===== src/pkg/ssmtx_pkg.sv =====
// shared constants for the synchronous master transmit serial port
package ssmtx_pkg;

  // register byte offsets
  localparam logic [3:0] ADDR_CTRL   = 4'h0;
  localparam logic [3:0] ADDR_BAUD   = 4'h4;
  localparam logic [3:0] ADDR_TXDATA = 4'h8;
  localparam logic [3:0] ADDR_STATUS = 4'hc;

  // control register field positions
  localparam int CTRL_W          = 12;
  localparam int B_SYNC_SELECT   = 0;
  localparam int B_CLK_MASTER    = 1;
  localparam int B_SINGLE_RX_EN  = 2;
  localparam int B_CONT_RX_EN    = 3;
  localparam int B_PORT_ENABLE   = 4;
  localparam int B_TRANSMIT_EN   = 5;
  localparam int B_NINE_BIT_TX   = 6;
  localparam int B_NINTH_TX_BIT  = 7;
  localparam int B_CLK_POLARITY  = 8;
  localparam int B_HIGH_SPEED    = 9;
  localparam int B_WIDE_BAUD     = 10;
  localparam int B_TX_IRQ_EN     = 11;

  // status register field positions
  localparam int S_TX_FLAG       = 0;
  localparam int S_SHIFT_BUSY    = 1;
  localparam int S_DATA_PIN      = 2;
  localparam int S_CLOCK_PIN     = 3;

  // reset values
  localparam logic [CTRL_W-1:0] CTRL_RESET = 12'h000;
  localparam logic [15:0]       BAUD_RESET = 16'h0000;

  // character sizes
  localparam logic [3:0] BITS_EIGHT = 4'h8;
  localparam logic [3:0] BITS_NINE  = 4'h9;

  // clocks per baud count step for half a serial clock period
  localparam int HALF_SCALE = 2;

  // shift engine states
  typedef enum logic [1:0] {
    SSMTX_IDLE,
    SSMTX_LEAD,
    SSMTX_TRAIL
  } ssmtx_state_t;

endpackage


===== src/design/ssmtx_baud_gen.sv =====
// baud generator producing half-period ticks of the serial clock
`timescale 1ns/1ps
module ssmtx_baud_gen #(
  parameter int HALF_SCALE = ssmtx_pkg::HALF_SCALE
) (
  // clock and reset
  input  wire logic        clk_in,
  input  wire logic        reset_n_in,
  // configuration
  input  wire logic [15:0] baud_count_in,
  input  wire logic        wide_baud_counter_in,
  input  wire logic        run_in,
  // half-period tick
  output logic             tick_out
);

  typedef struct packed {
    logic [23:0] cnt;
  } ssmtx_bg_t;

  ssmtx_bg_t st_ff;
  ssmtx_bg_t nxt_st;
  logic [23:0] limit;

  // narrow counter mode uses the low byte only
  always_comb begin
    limit = 24'((wide_baud_counter_in ? {8'h00, baud_count_in} : {16'h0000, baud_count_in[7:0]}) + 24'h1)
            * 24'(HALF_SCALE) - 24'h1;
    nxt_st = st_ff;
    tick_out = 1'b0;
    // counter held in reset while idle so each frame starts on a full half period
    if (!run_in) begin
      nxt_st.cnt = 24'h0;
    end else if (st_ff.cnt >= limit) begin
      nxt_st.cnt = 24'h0;
      tick_out = 1'b1;
    end else begin
      nxt_st.cnt = st_ff.cnt + 24'h1;
    end
  end

  // state register
  always_ff @(posedge clk_in or negedge reset_n_in) begin
    if (!reset_n_in) begin
      st_ff <= '0;
    end else begin
      st_ff <= nxt_st;
    end
  end

endmodule


===== src/design/ssmtx_top.sv =====
// synchronous master transmit serial port with avalon-mm register access
`timescale 1ns/1ps

// Functional notes
// - two lines only, half duplex
// - no start or stop bits
// - sync, master, both receives off transmit
// - port enable bit turns port on
// - master drives clock pin automatically
// - transmit enables the data driver; the clock driver follows master mode
// - master generates baud clock for all
// - data changes on leading clock edge
// - data held until next leading edge
// - one clock per bit, no extras
// - polarity sets idle level and edges
// - holding write starts transmission
// - new character waits for last bit
// - empty shifter loads holding immediately
// - shifting starts right after load
// - shift register not software visible
module ssmtx_top #(
  parameter int HALF_SCALE = ssmtx_pkg::HALF_SCALE
) (
  // clock and reset
  input  wire logic        clk_in,
  input  wire logic        reset_n_in,
  // avalon-mm slave
  input  wire logic [3:0]  avs_address_in,
  input  wire logic        avs_read_in,
  input  wire logic        avs_write_in,
  input  wire logic [31:0] avs_writedata_in,
  input  wire logic [3:0]  avs_byteenable_in,
  output logic [31:0]      avs_readdata_out,
  output logic             avs_waitrequest_out,
  // clock pin
  input  wire logic        clock_pin_in,
  output logic             clock_pin_out,
  output logic             clock_pin_oe_out,
  // data pin
  input  wire logic        data_pin_in,
  output logic             data_pin_out,
  output logic             data_pin_oe_out
);

  typedef struct packed {
    logic                            ack;
    logic [31:0]                     rdata;
    logic [ssmtx_pkg::CTRL_W-1:0]    ctrl;
    logic [15:0]                     baud;
    logic [8:0]                      hold;
    logic                            hold_full;
    logic [8:0]                      shreg;
    logic [3:0]                      bits_left;
    ssmtx_pkg::ssmtx_state_t         state;
    logic                            ck;
    logic                            dt;
    logic [1:0]                      dsync;
    logic [1:0]                      csync;
  } ssmtx_st_t;

  ssmtx_st_t   st_ff;
  ssmtx_st_t   nxt_st;
  logic        tick;
  logic        req;
  logic        stall;
  logic        do_wr;
  logic [31:0] wmask;
  logic [31:0] status_word;
  logic        master_on;
  logic        tx_mode;
  logic        idle_lvl;

  // half-period ticks only run while a character is on the wire
  ssmtx_baud_gen #(
    .HALF_SCALE (HALF_SCALE)
  ) u_baud (
    .clk_in               (clk_in),
    .reset_n_in           (reset_n_in),
    .baud_count_in        (st_ff.baud),
    .wide_baud_counter_in (st_ff.ctrl[ssmtx_pkg::B_WIDE_BAUD]),
    .run_in               (st_ff.state != ssmtx_pkg::SSMTX_IDLE),
    .tick_out             (tick)
  );

  // mode decode
  always_comb begin
    master_on = st_ff.ctrl[ssmtx_pkg::B_PORT_ENABLE] & st_ff.ctrl[ssmtx_pkg::B_SYNC_SELECT]
                & st_ff.ctrl[ssmtx_pkg::B_CLK_MASTER];
    tx_mode = master_on & ~st_ff.ctrl[ssmtx_pkg::B_SINGLE_RX_EN]
              & ~st_ff.ctrl[ssmtx_pkg::B_CONT_RX_EN] & st_ff.ctrl[ssmtx_pkg::B_TRANSMIT_EN];
    idle_lvl = st_ff.ctrl[ssmtx_pkg::B_CLK_POLARITY];
  end

  // bus request decode; a data write stalls while the holding register is full
  always_comb begin
    req = avs_read_in | avs_write_in;
    stall = avs_write_in & (avs_address_in == ssmtx_pkg::ADDR_TXDATA) & st_ff.hold_full;
    avs_waitrequest_out = req & (~st_ff.ack | stall);
    do_wr = avs_write_in & st_ff.ack & ~stall;
    wmask = {{8{avs_byteenable_in[3]}}, {8{avs_byteenable_in[2]}},
             {8{avs_byteenable_in[1]}}, {8{avs_byteenable_in[0]}}};
    avs_readdata_out = st_ff.rdata;
  end

  // status word; the shift register itself is never readable
  always_comb begin
    status_word = 32'h0;
    status_word[ssmtx_pkg::S_SHIFT_BUSY] = st_ff.state != ssmtx_pkg::SSMTX_IDLE;
    status_word[ssmtx_pkg::S_TX_FLAG] = ~st_ff.hold_full;
    status_word[ssmtx_pkg::S_DATA_PIN] = st_ff.dsync[1];
    status_word[ssmtx_pkg::S_CLOCK_PIN] = st_ff.csync[1];
  end

  // pin drivers
  always_comb begin
    clock_pin_oe_out = master_on;
    clock_pin_out = st_ff.ck;
    // data line only driven in transmit mode
    data_pin_oe_out = tx_mode;
    data_pin_out = st_ff.dt;
  end

  // next-state logic for bus, registers and shift engine
  always_comb begin
    nxt_st = st_ff;

    // pin synchronisers, second stage is the only reader of the first
    nxt_st.dsync = {st_ff.dsync[0], data_pin_in};
    nxt_st.csync = {st_ff.csync[0], clock_pin_in};

    // one wait cycle per access except stalled data writes; read data captured in that cycle
    nxt_st.ack = req & ~st_ff.ack;
    if (st_ff.ack & ~stall) begin
      nxt_st.ack = 1'b0;
    end else if (stall) begin
      nxt_st.ack = st_ff.ack | req;
    end
    if (avs_read_in & ~st_ff.ack) begin
      case (avs_address_in)
        ssmtx_pkg::ADDR_CTRL: begin
          nxt_st.rdata = {20'h0, st_ff.ctrl};
        end
        ssmtx_pkg::ADDR_BAUD: begin
          nxt_st.rdata = {16'h0, st_ff.baud};
        end
        ssmtx_pkg::ADDR_STATUS: begin
          nxt_st.rdata = status_word;
        end
        default: begin
          nxt_st.rdata = 32'h0;
        end
      endcase
    end

    // control and baud writes honour byte lanes; unmapped writes are dropped
    if (do_wr) begin
      case (avs_address_in)
        ssmtx_pkg::ADDR_CTRL: begin
          nxt_st.ctrl = (st_ff.ctrl & ~wmask[ssmtx_pkg::CTRL_W-1:0])
                        | (avs_writedata_in[ssmtx_pkg::CTRL_W-1:0] & wmask[ssmtx_pkg::CTRL_W-1:0]);
        end
        ssmtx_pkg::ADDR_BAUD: begin
          nxt_st.baud = (st_ff.baud & ~wmask[15:0]) | (avs_writedata_in[15:0] & wmask[15:0]);
        end
        ssmtx_pkg::ADDR_TXDATA: begin
          nxt_st.hold = {st_ff.ctrl[ssmtx_pkg::B_NINTH_TX_BIT], avs_writedata_in[7:0]};
          nxt_st.hold_full = 1'b1;
        end
        default: begin
          nxt_st.hold_full = st_ff.hold_full;
        end
      endcase
    end

    // shift engine
    case (st_ff.state)
      ssmtx_pkg::SSMTX_IDLE: begin
        nxt_st.ck = idle_lvl;
        if (st_ff.hold_full & tx_mode) begin
          nxt_st.shreg = st_ff.hold;
          nxt_st.hold_full = 1'b0;
          nxt_st.bits_left = st_ff.ctrl[ssmtx_pkg::B_NINE_BIT_TX] ? ssmtx_pkg::BITS_NINE
                                                                  : ssmtx_pkg::BITS_EIGHT;
          nxt_st.state = ssmtx_pkg::SSMTX_LEAD;
        end
      end
      ssmtx_pkg::SSMTX_LEAD: begin
        if (!tx_mode) begin
          nxt_st.state = ssmtx_pkg::SSMTX_IDLE;
          nxt_st.ck = idle_lvl;
        end else if (tick) begin
          nxt_st.ck = ~idle_lvl;
          nxt_st.dt = st_ff.shreg[0];
          nxt_st.shreg = {1'b0, st_ff.shreg[8:1]};
          nxt_st.state = ssmtx_pkg::SSMTX_TRAIL;
        end
      end
      ssmtx_pkg::SSMTX_TRAIL: begin
        if (!tx_mode) begin
          nxt_st.state = ssmtx_pkg::SSMTX_IDLE;
          nxt_st.ck = idle_lvl;
        end else if (tick) begin
          nxt_st.ck = idle_lvl;
          nxt_st.bits_left = st_ff.bits_left - 4'h1;
          if (st_ff.bits_left != 4'h1) begin
            nxt_st.state = ssmtx_pkg::SSMTX_LEAD;
          end else if (st_ff.hold_full) begin
            nxt_st.shreg = st_ff.hold;
            nxt_st.hold_full = 1'b0;
            nxt_st.bits_left = st_ff.ctrl[ssmtx_pkg::B_NINE_BIT_TX] ? ssmtx_pkg::BITS_NINE
                                                                    : ssmtx_pkg::BITS_EIGHT;
            nxt_st.state = ssmtx_pkg::SSMTX_LEAD;
          end else begin
            nxt_st.state = ssmtx_pkg::SSMTX_IDLE;
          end
        end
      end
      default: begin
        nxt_st.state = ssmtx_pkg::SSMTX_IDLE;
      end
    endcase

    // a data write in the same cycle as a load is impossible: data writes stall while full
  end

  // state register
  always_ff @(posedge clk_in or negedge reset_n_in) begin
    if (!reset_n_in) begin
      st_ff <= '0;
      st_ff.ctrl <= ssmtx_pkg::CTRL_RESET;
      st_ff.baud <= ssmtx_pkg::BAUD_RESET;
      st_ff.state <= ssmtx_pkg::SSMTX_IDLE;
    end else begin
      st_ff <= nxt_st;
    end
  end

endmodule


===== config.mk =====
export PLATFORM = sky130hd
export DESIGN_NAME = ssmtx_top
export DESIGN_NICKNAME = d
export VERILOG_FILES = /design/src/pkg/ssmtx_pkg.sv /design/src/design/ssmtx_baud_gen.sv /design/src/design/ssmtx_top.sv
export SDC_FILE = /design/constraint.sdc
export NUM_CORES = 1
export LEC_CHECK = 0
export BUFFER_PORTS_ARGS = -buffer_cell sky130_fd_sc_hd__buf_2
export CORE_MARGIN = 2
export CORE_UTILIZATION = 42
export DETAILED_ROUTE_END_ITERATION = 10
export PLACE_DENSITY = 0.67
export SKIP_CTS_REPAIR_TIMING = 1
export SLEW_MARGIN = 25
export SYNTH_ARGS = -nofsm -noshare
export SYNTH_HDL_FRONTEND = slang
export SYNTH_HIERARCHICAL = 1
export SYNTH_SLANG_ARGS = --single-unit

===== constraint.sdc =====
create_clock -name clk_in -period 6.51 [get_ports clk_in]
set_input_delay 1.302 -clock clk_in [delete_from_list [all_inputs] [get_ports clk_in]]
set_output_delay 1.302 -clock clk_in [all_outputs]
set_load 0.01 [all_outputs]

==> flow_metrics.py <==
metrics = {
    "logic_synthesis": {
        "syn_area_per_cell_um2": 10.10,
        "syn-cell-area_um2": 6322,
        "yosysUniqueCellTypes": 79,
        "ys.flop_type": "dfrtp_1",
        "yosysTopAreaCellShare": 0.3958,
        "yosys.area.top_type": "dfrtp_1",
        "synth_sequential_area_ratio": 0.3958,
        "yosys-top-cells-area": "dfrtp_1 (40%), mux2_2 (9.6%), ha_1 (6.1%), buf_4 (4.5%), xnor2_1 (3.2%)",
        "synth_seq_cells": 100,
        "synthArstFlopShare": 1.000,
        "netlist_instances": 626,
        "yosys_warnings": 6,
        "synth_edf_count": 0,
    },
    "critical_path": {
        "critPathKind": "register to register",
        "critPathRequiredTime_ns": 6.76,
        "cp.depth": 19,
        "cp_num_buf_inv": 1,
        "crit_chain": "ha_1 -> nand2_1 -> or4_1 -> a21boi_1 -> nor2_1 -> nand4_2 -> mux2_4 -> ha_1 -> a21o_1 -> a21o_1 -> a21oi_1 -> o21a_1 -> o22ai_1 -> buf_4 -> o31a_1 -> and4bb_2 -> o211ai_1 -> a221oi_4 -> mux2_2",
        "end_kind": "register",
        "critPathSlowestCell": "a221oi_4",
        "worstPathMaxFanout": 25,
        "startpoint_type": "register",
        "crit_family": "compound AO/OA/AOI/OAI gates",
        "crit_arrival_ns": 5.80,
        "reg2reg_depth": 19,
        "slowest_delay_ns": 0.54,
    },
    "global_route": {
        "antenna_found_initial": 1,
        "grt_start_max_net_pins": 66,
        "grt_pass1_vias": 4756,
        "grt-ovfl-total": 0,
        "grtUsageTotal": 0.1755,
        "grt_pass1_wl_mm": 23.12,
    },
    "min_path": {
        "min_path_cells": 0,
        "worstHoldStart": "nxt_st[1]",
        "hold_class": "register to register",
    },
    "routing": {
        "wl_per_cell_um": 16.52,
        "routed-via-count": 4788,
        "postRouteAntennaNets": 0,
        "vias_per_cell": 5.720,
        "drt-initial-drc-count": 367,
        "drc": 0,
        "postRouteWirelength_mm": 13.83,
        "dr.pass1.iters": 5,
    },
    "floorplanning": {
        "row_count": 44,
        "die_area_um2": 16050,
        "fp.dieW_um": 126.7,
        "die-height_um": 126.7,
        "ios": 83,
        "start_util": 0.4317,
        "core_area_um2": 14640,
    },
    "cts": {
        "htreeDepth": 3,
        "cts_buffers": 9,
        "clk_transition_reported_paths_ns": 0.08,
        "clock_latency_ns": 0.36,
        "cts_tree": "done",
        "cts.sink_count": 100,
        "cts_buffer_depth": 2,
        "cts-root-buf": "clkbuf_16",
    },
    "placed_design": {
        "place.port_buffers": 48,
        "place.gp.congestion": 0.8701,
        "dp.final_hpwl_mm": 10.11,
    },
    "timing": {
        "rsz0062_at_grt": "false",
        "worst_pin_slew_ns": 0.9561,
        "fmax_mhz": 180.0,
        "tns_ns": 0,
        "finalCritPeriodShare": 0.8532,
        "setup_viol": 0,
        "whs_ns": 0.3541,
        "hold_viol": 0,
        "skew_ns": 0.009647,
        "period_needed_ns": 5.554,
        "finalMaxSlewViolations": 0,
        "slew_headroom": 0.3591,
    },
    "finish": {
        "num-fill-cells": 1368,
        "synthToLayoutAreaGrowth_pct": 8.134,
        "diodes": 0,
        "multiInputGateArea_um2": 3440,
        "nets": 725,
        "drive_above_1_share": 0.2251,
        "final_cell_mix": "dfrtp_1 (100), mux2_2 (54), nand2_1 (52), buf_2 (47), nor3_1 (32)",
        "final-seq-area_um2": 2502,
        "final_common_cell": "dfrtp_1",
    },
    "power_and_ir_drop": {
        "cellPowerDensity_nw_per_um2": 248.7,
        "p_total_uw": 1700,
        "peakVddDrop_uv": 185.7,
        "p_leak_uw": 0.003075,
    },
    "job": {
        "drv_cap": 0,
    },
    "run_status": {
        "status": "finished, final reports clean",
    },
}
kinds of logic (layout without fill, tap and decap cells):
logic type | Yosys count | count (layout) | share of synthesized area
muxes | 59 | 59 | 0.1049
xor gates and xnor gates | 41 | 41 | 0.05680
DFF | 100 | 100 | 0.3958
buffers and inverters | 75 | 87 | 0.06907
other | 1 | 16 | 0.0005931
and+or+nand+nor | 211 | 211 | 0.1874
adders and majority gates | 31 | 31 | 0.06135
AOI/OAI and AO/OA | 108 | 108 | 0.1241
worst paths after layout:
check | to | slack [ns]
min in group asynchronous | u_baud/st_ff[20] | 0.91
max reg2reg | st_ff[15] | 0.96
max | st_ff[15] | 0.96
min | st_ff[1] | 0.35
max in group asynchronous | async pin | 4.43
min reg2reg | st_ff[1] | 0.35
synth_stat cells, types with 13 or more instances:
cell	n
nor2_1	29
and3_1	13
o21ai_0	22
nor3_1	32
xor2_1	18
ha_1	31
nand3_1	15
nand2_1	52
clkbuf_1	13
a21oi_1	13
nand4_1	16
a22oi_1	13
buf_4	38
inv_1	17
mux2_2	54
xnor2_1	23
dfrtp_1	100
where the power goes:
| group | total [µW] | switching [µW] | leakage, µW | internal (µW) |
|---|---|---|---|---|
| combinational | 396 | 227 | 0.00157 | 169 |
| sequential | 748 | 74.8 | 0.00135 | 673 |
| clock | 556 | 278 | 0.000154 | 278 |
routing by layer:
metal | vias to the layer above | global-route usage | share of wire
met2 | 117 | 0.2979 | 0.49
met3 | 21 | 0.03458 | 0.042
met5 | - | 0 | 0
met1 | 2356 | 0.2314 | 0.46
met4 | 0 | 0.04525 | 0.013
li1 | 2294 | - | -
final cells by class:
| type | count | area share |
|---|---|---|
| Multi-Input combinational cell | 466 | 0.5031 |
| Clock inverter | 7 | 0.01336 |
| Tap cell | 184 | 0.03367 |
| Clock buffer | 9 | 0.03294 |
| Timing Repair Buffer | 53 | 0.04100 |
| Sequential cell | 100 | 0.3660 |
| Inverter | 18 | 0.009883 |
worst register-to-register path, delay by kind of cell, from the launching register on:
kind | cells | cell delay (ns)
flops | 1 | 0.50
compound gates | 9 | 1.91
buf+inv | 1 | 0.30
simple gates | 5 | 1.40
fa+ha+maj | 2 | 0.63
mux | 2 | 0.71
through the flow:
stage / instance area (µm²) / util / std cells / worst slack [ns]
after floorplan: 6379 / - / 641 / 1.738
after global placement: 6520 / 0.4452 / 821 / 1.164
after detailed placement: 6520 / 0.4452 / 821 / 1.021
after CTS: 6837 / 0.4668 / 837 / 0.9569
after global routing: 6837 / 0.4668 / 837 / 0.6212
final: 6837 / 0.4668 / 837 / 0.9559
(Power assumes the default switching activity.)
